File: config.mk
export PLATFORM = sky130hd
export DESIGN_NAME = esync_top
export DESIGN_NICKNAME = d
export VERILOG_FILES = /design/src/inc/esync_pkg.sv /design/src/inc/esync_pulse_if.sv /design/src/logic/esync_top.sv /design/src/logic/esync_pulse.sv /design/src/logic/esync_sync3.sv
export SDC_FILE = /design/constraint.sdc
export NUM_CORES = 1
export LEC_CHECK = 0
export BUFFER_PORTS_ARGS = -buffer_cell sky130_fd_sc_hd__buf_2
export CAP_MARGIN = 10
export CORE_MARGIN = 8
export CORE_UTILIZATION = 55
export CTS_CLUSTER_SIZE = 25
export DETAILED_ROUTE_END_ITERATION = 6
export PLACE_DENSITY = 0.76
export REMOVE_ABC_BUFFERS = 1
export SYNTH_ARGS = -nofsm -noshare
export SYNTH_HDL_FRONTEND = slang
export SYNTH_SLANG_ARGS = --single-unit
File: constraint.sdc
create_clock -name pclk -period 9.7 [get_ports pclk]
set_input_delay 0.485 -clock pclk [delete_from_list [all_inputs] [get_ports pclk]]
set_output_delay 0.485 -clock pclk [all_outputs]
set_load 0.03 [all_outputs]
File: src/inc/esync_pkg.sv
`default_nettype none

package esync_pkg;

  // ---------------------------------------------------------------
  // Timing
  // ---------------------------------------------------------------
  localparam int unsigned CLK_PERIOD_NS  = 5;
  localparam int unsigned PULSE_WIDTH_NS = 1000;
  localparam int unsigned PULSE_CYCLES   =
    (PULSE_WIDTH_NS + CLK_PERIOD_NS - 1) / CLK_PERIOD_NS;
  localparam int unsigned PW_W           = 8;
  localparam logic [PW_W-1:0] PULSE_LOAD = PW_W'(PULSE_CYCLES);

  // ---------------------------------------------------------------
  // Register offsets
  // ---------------------------------------------------------------
  localparam int unsigned    ADDR_W     = 8;
  localparam logic [7:0]     OFF_CTRL   = 8'h00;
  localparam logic [7:0]     OFF_NRDG   = 8'h04;
  localparam logic [7:0]     OFF_NSWEEP = 8'h08;
  localparam logic [7:0]     OFF_EVSTAT = 8'h0c;
  localparam logic [7:0]     OFF_RQMASK = 8'h10;
  localparam logic [7:0]     OFF_CMD    = 8'h14;
  localparam logic [7:0]     OFF_ISTAT  = 8'h18;
  localparam logic [7:0]     OFF_IMASK  = 8'h1c;
  localparam logic [7:0]     OFF_LIVE   = 8'h20;

  // ---------------------------------------------------------------
  // Field positions and widths
  // ---------------------------------------------------------------
  localparam int unsigned CTRL_SRC_LSB   = 0;
  localparam int unsigned CTRL_POL_BIT   = 3;
  localparam int unsigned CTRL_TBUF_BIT  = 4;
  localparam int unsigned CTRL_SWEEP_BIT = 5;
  localparam int unsigned CNT_W          = 16;
  localparam int unsigned STAT_W         = 8;
  localparam int unsigned STAT_SUBPROG   = 0;
  localparam int unsigned EVSTAT_REQ_BIT = 8;
  localparam int unsigned CMD_CLEAR_BIT  = 0;
  localparam int unsigned IRQ_W          = 4;
  localparam int unsigned IRQ_PULSE      = 0;
  localparam int unsigned IRQ_BURST      = 1;
  localparam int unsigned IRQ_OVERRUN    = 2;
  localparam int unsigned IRQ_SRQ        = 3;
  localparam int unsigned LIVE_OUT_BIT   = 0;
  localparam int unsigned LIVE_APERTURE_LEVEL_SOURCE_BIT  = 1;
  localparam int unsigned LIVE_HELD_BIT  = 2;
  localparam int unsigned LIVE_BUSY_BIT  = 3;
  localparam int unsigned LIVE_BCNT_LSB  = 16;

  // ---------------------------------------------------------------
  // Reset values
  // ---------------------------------------------------------------
  localparam logic [CNT_W-1:0]  NRDG_RST   = 16'h0001;
  localparam logic [CNT_W-1:0]  NSWEEP_RST = 16'h0001;
  localparam logic [STAT_W-1:0] RQMASK_RST = 8'h00;
  localparam logic [IRQ_W-1:0]  IMASK_RST  = 4'h0;

  // ---------------------------------------------------------------
  // Event source selection
  // ---------------------------------------------------------------
  typedef enum logic [2:0] {
    SRC_OFF,
    SRC_READING,
    SRC_BURST,
    SRC_INTEG,
    SRC_APERTURE_LEVEL_SOURCE,
    SRC_SRQ,
    SRC_ONCE
  } esync_src_t;

endpackage

`default_nettype wire

File: src/inc/esync_pulse_if.sv
`timescale 1ns/100ps
`default_nettype none

interface esync_pulse_if;
  logic fire;
  logic abort;
  logic busy;

  modport gen (input fire, input abort, output busy);
  modport ctl (output fire, output abort, input busy);
endinterface

`default_nettype wire

File: src/logic/esync_top.sv
// Summary of operation
// - Burst source gives a 1 us pulse after each group.
// - Group length is readings or sweep count.
// - Integration source pulses once per integration end.
// - Aperture source holds level while converter measures.
// - Aperture level includes autozero and autorange.
// - Request source pulses on each service request.
// - Pulse on every enabled event, request set.
// - Request bit stays until clear status command.
// - Subprogram completion sets status bit zero.
// - One-shot command gives exactly one pulse.
// - After one-shot the source returns to off.
// - Buffering holds busy-time trigger without overrun error.
// - Aperture level may run with high polarity.
// - Polarity bit selects low or high going.
// - Reading source pulses after each completed reading.
`timescale 1ns/100ps
`default_nettype none

module esync_top
  import esync_pkg::*;
(
  // APB slave
  input  wire logic              pclk,
  input  wire logic              presetn,
  input  wire logic [ADDR_W-1:0] paddr,
  input  wire logic              psel,
  input  wire logic              penable,
  input  wire logic              pwrite,
  input  wire logic [31:0]       pwdata,
  output logic      [31:0]       prdata,
  output logic                   pready,
  output logic                   pslverr,
  // Converter event strobes and levels
  input  wire logic              reading_done,
  input  wire logic              integration_done,
  input  wire logic              measuring,
  input  wire logic              autozero_active,
  input  wire logic              autorange_active,
  input  wire logic              reading_busy,
  // Status events
  input  wire logic [STAT_W-1:0] status_event,
  input  wire logic              subprogram_done,
  // External trigger pin and trigger handling
  input  wire logic              ext_trigger_pin,
  output logic                   trigger_start,
  output logic                   trigger_overrun_error,
  // Sync output, request and interrupt
  output logic                   external_sync_output,
  output logic                   service_request,
  output logic                   irq
);

  // ---------------------------------------------------------------
  // State
  // ---------------------------------------------------------------
  typedef struct packed {
    esync_src_t        src;
    logic              pol;
    logic              tbuf;
    logic              sweep;
    logic [CNT_W-1:0]  nrdg;
    logic [CNT_W-1:0]  nsweep;
    logic [CNT_W-1:0]  bcnt;
    logic [STAT_W-1:0] stat;
    logic [STAT_W-1:0] rqmask;
    logic              req;
    logic [IRQ_W-1:0]  ists;
    logic [IRQ_W-1:0]  imask;
    logic              held;
    logic              trig_prev;
    logic              start;
    logic              ovr;
    logic              fire;
    logic              abort;
    logic              out;
    logic              irq;
    logic [31:0]       prdata;
    logic              pready;
    logic              pslverr;
  } esync_top_st_t;

  esync_top_st_t s;
  esync_top_st_t next_s;

  logic              trig_lvl;
  logic              aperture_level_source_lvl;
  logic              raw;
  logic [CNT_W-1:0]  glen;
  logic [CNT_W-1:0]  bnext;
  logic [STAT_W-1:0] ev_all;
  logic              srq_evt;
  logic              burst_evt;
  logic              ovr_evt;
  logic              trig_edge;
  logic              fire;
  logic              abort;
  logic              setup;
  logic              wr;
  logic              clr;
  logic [2:0]        new_src;
  logic [IRQ_W-1:0]  w1c;
  logic [IRQ_W-1:0]  iset;
  logic [31:0]       rd_word;
  logic              unmapped;

  // ---------------------------------------------------------------
  // Submodules
  // ---------------------------------------------------------------
  esync_pulse_if pif ();

  assign pif.fire  = s.fire;
  assign pif.abort = s.abort;

  esync_pulse u_pulse (
    .pclk    (pclk),
    .presetn (presetn),
    .pif     (pif)
  );

  esync_sync3 u_trig_sync (
    .pclk    (pclk),
    .presetn (presetn),
    .pin     (ext_trigger_pin),
    .level   (trig_lvl)
  );

  // ---------------------------------------------------------------
  // Next state
  // ---------------------------------------------------------------
  always_comb
  begin
    next_s    = s;
    setup     = psel & ~penable;
    wr        = psel & penable & s.pready & pwrite;
    clr       = 1'b0;
    w1c       = '0;
    fire      = 1'b0;
    abort     = 1'b0;
    burst_evt = 1'b0;
    ovr_evt   = 1'b0;
    new_src   = pwdata[CTRL_SRC_LSB +: 3];
    rd_word   = '0;
    unmapped  = 1'b0;

    // Converter measuring, including autozero and autorange phases.
    aperture_level_source_lvl = measuring | autozero_active | autorange_active;

    // Burst grouping; a zero length is taken as one reading.
    glen = s.sweep ? s.nsweep : s.nrdg;
    if (glen == '0)
      glen = 16'h0001;
    bnext = s.bcnt + 16'h0001;
    if (reading_done)
    begin
      if (bnext >= glen)
      begin
        next_s.bcnt = '0;
        burst_evt   = 1'b1;
      end
      else
        next_s.bcnt = bnext;
    end

    // Status events and the request bit.
    ev_all = status_event;
    if (subprogram_done)
      ev_all[STAT_SUBPROG] = 1'b1;
    srq_evt = |(ev_all & s.rqmask);

    if (wr)
    begin
      unique case (paddr)
        OFF_CTRL:
        begin
          next_s.pol   = pwdata[CTRL_POL_BIT];
          next_s.tbuf  = pwdata[CTRL_TBUF_BIT];
          next_s.sweep = pwdata[CTRL_SWEEP_BIT];
          abort        = 1'b1;
          if (new_src == SRC_ONCE)
          begin
            fire       = 1'b1;
            next_s.src = SRC_OFF;
          end
          else if (new_src > SRC_ONCE)
            next_s.src = SRC_OFF;
          else
            next_s.src = esync_src_t'(new_src);
        end
        OFF_NRDG:
          next_s.nrdg = pwdata[CNT_W-1:0];
        OFF_NSWEEP:
          next_s.nsweep = pwdata[CNT_W-1:0];
        OFF_RQMASK:
          next_s.rqmask = pwdata[STAT_W-1:0];
        OFF_CMD:
          clr = pwdata[CMD_CLEAR_BIT];
        OFF_ISTAT:
          w1c = pwdata[IRQ_W-1:0];
        OFF_IMASK:
          next_s.imask = pwdata[IRQ_W-1:0];
        default:
        begin
        end
      endcase
    end

    // A clear in the same cycle as a new event keeps the event.
    if (clr)
    begin
      next_s.stat = '0;
      next_s.req  = 1'b0;
    end
    next_s.stat = next_s.stat | ev_all;
    if (srq_evt)
      next_s.req = 1'b1;

    // Event selection: only the chosen source can fire.
    unique case (s.src)
      SRC_READING: fire = fire | reading_done;
      SRC_BURST:   fire = fire | burst_evt;
      SRC_INTEG:   fire = fire | integration_done;
      SRC_SRQ:     fire = fire | srq_evt;
      SRC_OFF,
      SRC_APERTURE_LEVEL_SOURCE,
      SRC_ONCE:    fire = fire;
      default:     fire = fire;
    endcase
    next_s.fire  = fire;
    next_s.abort = abort;

    // External trigger: held once while busy when buffering is on.
    trig_edge        = trig_lvl & ~s.trig_prev;
    next_s.trig_prev = trig_lvl;
    next_s.start     = 1'b0;
    if (s.held && !reading_busy)
    begin
      next_s.start = 1'b1;
      next_s.held  = 1'b0;
    end
    if (trig_edge)
    begin
      if (!reading_busy && !s.held)
        next_s.start = 1'b1;
      else if (s.tbuf && (!s.held || !reading_busy))
        next_s.held = 1'b1;
      else
        ovr_evt = 1'b1;
    end
    next_s.ovr = ovr_evt;

    // The aperture level bypasses the pulse counter; with the
    // source off only a one-shot pulse runs the counter, else the pin rests inactive.
    if (s.src == SRC_APERTURE_LEVEL_SOURCE)
      raw = aperture_level_source_lvl;
    else
      raw = pif.busy;
    next_s.out = raw ^ s.pol;

    // Interrupt status, write one to clear, set wins.
    iset              = '0;
    iset[IRQ_PULSE]   = s.fire;
    iset[IRQ_BURST]   = burst_evt;
    iset[IRQ_OVERRUN] = ovr_evt;
    iset[IRQ_SRQ]     = srq_evt;
    next_s.ists = (s.ists & ~w1c) | iset;
    next_s.irq  = |(next_s.ists & next_s.imask);

    // Read data is captured in the setup cycle.
    unique case (paddr)
      OFF_CTRL:
      begin
        rd_word[CTRL_SRC_LSB +: 3]  = s.src;
        rd_word[CTRL_POL_BIT]       = s.pol;
        rd_word[CTRL_TBUF_BIT]      = s.tbuf;
        rd_word[CTRL_SWEEP_BIT]     = s.sweep;
      end
      OFF_NRDG:   rd_word[CNT_W-1:0]  = s.nrdg;
      OFF_NSWEEP: rd_word[CNT_W-1:0]  = s.nsweep;
      OFF_EVSTAT:
      begin
        rd_word[STAT_W-1:0]    = s.stat;
        rd_word[EVSTAT_REQ_BIT] = s.req;
      end
      OFF_RQMASK: rd_word[STAT_W-1:0] = s.rqmask;
      OFF_CMD:    rd_word = '0;
      OFF_ISTAT:  rd_word[IRQ_W-1:0]  = s.ists;
      OFF_IMASK:  rd_word[IRQ_W-1:0]  = s.imask;
      OFF_LIVE:
      begin
        rd_word[LIVE_OUT_BIT]  = s.out;
        rd_word[LIVE_APERTURE_LEVEL_SOURCE_BIT] = aperture_level_source_lvl;
        rd_word[LIVE_HELD_BIT] = s.held;
        rd_word[LIVE_BUSY_BIT] = pif.busy;
        rd_word[LIVE_BCNT_LSB +: CNT_W] = s.bcnt;
      end
      default:    unmapped = 1'b1;
    endcase

    // Zero wait states: ready rises for the first access cycle.
    next_s.pready  = setup;
    next_s.pslverr = setup & unmapped;
    if (setup)
      next_s.prdata = rd_word;
  end

  // ---------------------------------------------------------------
  // Registers
  // ---------------------------------------------------------------
  always_ff @(posedge pclk or negedge presetn)
  begin
    if (!presetn)
    begin
      s        <= '0;
      s.src    <= SRC_OFF;
      s.nrdg   <= NRDG_RST;
      s.nsweep <= NSWEEP_RST;
      s.rqmask <= RQMASK_RST;
      s.imask  <= IMASK_RST;
    end
    else
      s <= next_s;
  end

  // ---------------------------------------------------------------
  // Outputs
  // ---------------------------------------------------------------
  assign prdata                = s.prdata;
  assign pready                = s.pready;
  assign pslverr               = s.pslverr;
  assign trigger_start         = s.start;
  assign trigger_overrun_error = s.ovr;
  assign external_sync_output  = s.out;
  assign service_request       = s.req;
  assign irq                   = s.irq;

endmodule

`default_nettype wire

File: src/logic/esync_pulse.sv
`timescale 1ns/100ps
`default_nettype none

module esync_pulse
  import esync_pkg::*;
(
  // Clock and reset
  input  wire logic   pclk,
  input  wire logic   presetn,
  // Pulse request and state
  esync_pulse_if.gen  pif
);

  typedef struct packed {
    logic [PW_W-1:0] cnt;
    logic            busy;
  } esync_pulse_st_t;

  esync_pulse_st_t s;
  esync_pulse_st_t next_s;

  // A new request restarts the full width, so a retrigger never
  // shortens the pulse on the pin.
  always_comb
  begin
    next_s = s;
    if (pif.fire)
      next_s.cnt = PULSE_LOAD;
    else if (pif.abort)
      next_s.cnt = '0;
    else if (s.cnt != '0)
      next_s.cnt = s.cnt - 1'b1;
    next_s.busy = (next_s.cnt != '0);
  end

  always_ff @(posedge pclk or negedge presetn)
  begin
    if (!presetn)
      s <= '0;
    else
      s <= next_s;
  end

  assign pif.busy = s.busy;

endmodule

`default_nettype wire

File: src/logic/esync_sync3.sv
`timescale 1ns/100ps
`default_nettype none

module esync_sync3
(
  // Clock and reset
  input  wire logic pclk,
  input  wire logic presetn,
  // Pin in, clean level out
  input  wire logic pin,
  output logic      level
);

  typedef struct packed {
    logic s1;
    logic s2;
    logic s3;
    logic lvl;
  } esync_sync_st_t;

  esync_sync_st_t s;
  esync_sync_st_t next_s;

  // The level only follows once two late stages agree, which also
  // rejects a single-cycle glitch on the pin.
  always_comb
  begin
    next_s    = s;
    next_s.s1 = pin;
    next_s.s2 = s.s1;
    next_s.s3 = s.s2;
    if (s.s2 == s.s3)
      next_s.lvl = s.s3;
  end

  always_ff @(posedge pclk or negedge presetn)
  begin
    if (!presetn)
      s <= '0;
    else
      s <= next_s;
  end

  assign level = s.lvl;

endmodule

`default_nettype wire

==> flow_summary.json <==
{
  "slew_headroom_pct": 12.4,
  "h-tree-depth": 4,
  "ys_async_sr_fraction_pct": 100,
  "place_inst": 871,
  "timing.fmax_mhz": 218,
  "reg2regPathDepth": 11,
  "slew_violations": 0,
  "synth-seq-cells": 134,
  "via_count": 5576,
  "clk_latency_ps": 420,
  "maxCapViolCount": 0,
  "post_drt_wl_per_cell_um": 20.1,
  "cts_made_buffers": 17,
  "r2r_start": "s[67]$_DFFE_PN0P_",
  "clock_path_buffers": 2,
  "rows": 41,
  "cts_resized": 0,
  "crit_type": "flop to flop",
  "ctsHoldBuffers": 0,
  "pin_count": 100,
  "drt_iter0_drc": 646,
  "track_usage_pct": 22.4,
  "clkSinkCount": 134,
  "fin_crit_ps": 4600,
  "nets": 798,
  "power_uw": 1500,
  "antenna_found_initial": 0,
  "firstDrtPassIters": 7,
  "worst_pin_slew_ps": 1310,
  "critPathLaunch": "s[67]$_DFFE_PN0P_",
  "yosys.area.top_type": "dfrtp_1",
  "rsz0062_at_grt": "false",
  "cts_root_buf": "clkbuf_16",
  "syn-cell-area_um2": 7160,
  "critPathLaunchType": "flop",
  "seq_area_frac_synth_pct": 46.9,
  "crit_arrival_ps": 4900,
  "power_density_nw_per_um2": 189,
  "r2r_slack_ps": 5100,
  "fin_hold_ws_ps": 160,
  "die_w_um": 130,
  "finalHoldViolations": 0,
  "dpl.hpwl_mm": 12.7,
  "ir_drop_uv": 137,
  "die_height_um": 130,
  "die_area_um2": 16900,
  "ant_nets": 0,
  "diodes": 0,
  "crit_end": "s[81]$_DFFE_PN0P_",
  "min-delay-path-class": "primary input to async pin",
  "grt_max_degree": 71,
  "finalSetupViolCount": 0,
  "via_per_inst": 6.21,
  "grt_pass1_wl_mm": 29.2,
  "required_ps": 10000,
  "drive_above_1_share_pct": 23.8,
  "violations": "DRC",
  "drc_errors": 1,
  "r2r-end": "s[81]$_DFFE_PN0P_",
  "fin_util_pct": 62.8,
  "yosys_most_used_dff": "dfrtp_1",
  "ys_warn_count": 0,
  "portBuffers": 83,
  "synth_edf_count": 0,
  "final_cells": 898,
  "yosysUniqueCellTypes": 68,
  "syn2layout_area_growth_pct": 11.2,
  "synth.avg_cell_area_um2": 10.4,
  "routed_wl_mm": 18.1,
  "syn_inst": 688,
  "crit_fanout": 13,
  "coreArea_um2": 12700,
  "p_leak_uw": 0.00382,
  "cts_setup_buffers": 0,
  "overflow": 0,
  "cts_tree": "built",
  "skew_ps": 7.40,
  "place.gp.congestion": 0.931,
  "grt_pass1_vias": 5612,
  "synth.area.top_cells": "dfrtp_1 46%, mux2_2 6.8%, nand2_1 4.0%, mux2i_1 3.5%, buf_4 3.5%",
  "period_share_pct": 47.4,
  "synth_top_area_share_pct": 46.2,
  "clkSlewWorstSetupHoldPaths_ps": 50,
  "end_kind": "flop",
  "initial_core_util_pct": 56.5,
  "status": "finished, violations left",
  "fin_tns_setup_ps": 0
}
==> critical path, stage by stage, from the launching register on <==
cell and delay, ps:
dfrtp_1 500, ha_1 370, nand2_1 90, nor3_1 490, and3_1 320, xor2_1 100
ha_1 300, nand4_1 110, or3_1 440, nor4_2 1100, nor3_2 300, a32o_1 360
==> state kept, by name, indices dropped and copies added, names as in the netlist <==
register	cells
pready	1
trigger_overrun_error	1
u_trig_sync.next_s	2
s	80
prdata	32
pif.fire	1
external_sync_output	1
u_pulse.s	8
u_trig_sync.s	1
pif.abort	1
u_trig_sync.level	1
trigger_start	1
u_pulse.pif.busy	1
irq	1
service_request	1
pslverr	1
==> routing by layer <==
layer  wire length, um  share of wire, %  track usage (%)
met1              7600                42             27.9
met2              8640                48             36.0
met3              1430               7.9             6.45
met4               415               2.3             9.02
met5                 0                 0                0
==> stage by stage <==
stage	cell area, um2	setup WS (ps)
4_1_cts	7960	5230
3_3_place_gp	7400	5340
3_5_place_dp	7400	5270
2_1_floorplan	6730	6060
6_report	7960	5100
5_1_grt	7960	4890
==> worst min-delay path by stage <==
stage                               startpoint                         endpoint
2_1_floorplan                          presetn   external_sync_output$_DFF_PN0_
3_3_place_gp   u_trig_sync.next_s[2]$_DFF_PN0_  u_trig_sync.next_s[1]$_DFF_PN0_
3_5_place_dp   u_trig_sync.next_s[2]$_DFF_PN0_  u_trig_sync.next_s[1]$_DFF_PN0_
4_1_cts                        ext_trigger_pin  u_trig_sync.next_s[2]$_DFF_PN0_
5_1_grt                        ext_trigger_pin  u_trig_sync.next_s[2]$_DFF_PN0_
6_report                               presetn           prdata[23]$_DFFE_PN0P_
==> area by class of cell <==
class	count	area, um2
fillers	1071	4710
clock inverters	5	75.1
repair buffers	87	448
inverters	10	37.5
flip-flops and latches	134	3360
well taps	172	215
multi-input cells	468	3340
clock buffers	22	484
==> report_power, final <==
part	internal (uW)	total [uW]	switching (uW)	leakage [uW]
combinational	90.2	247	157	0.00179
sequential	592	636	43.8	0.00175
clock	396	618	222	0.000279
total	1080	1500	422	0.00382
==> synthesized netlist by cell type (12+ instances only) <==
cell type    n
dfrtp_1    132
nand2_1     76
mux2_2      43
nor2_1      38
buf_4       33
clkbuf_1    31
mux2i_1     25
nand3_1     25
o21ai_0     20
ha_1        19
a21o_1      12
a22oi_1     12
nand4_1     12
==> cell families (layout without fill, tap and decap cells) <==
group,Yosys count,in the layout,synth area share (%)
xor+xnor,22,22,2.69
compound gates,123,123,13.1
flops,134,134,46.9
simple gates,233,233,16.9
mux,68,68,10.3
buf+inv,86,124,6.43
fa+ha+maj,22,22,3.74
==> placed cells by master (no fill, tap or decap), types with 17 or more instances in the layout <==
cell type,instances
dfrtp_1,132
ha_1,19
o21ai_0,20
clkbuf_16,17
nand3_1,25
mux2_2,43
mux2i_1,25
buf_2,82
nand2_1,76
nor2_1,38
Power figures use the tool's default switching activity.
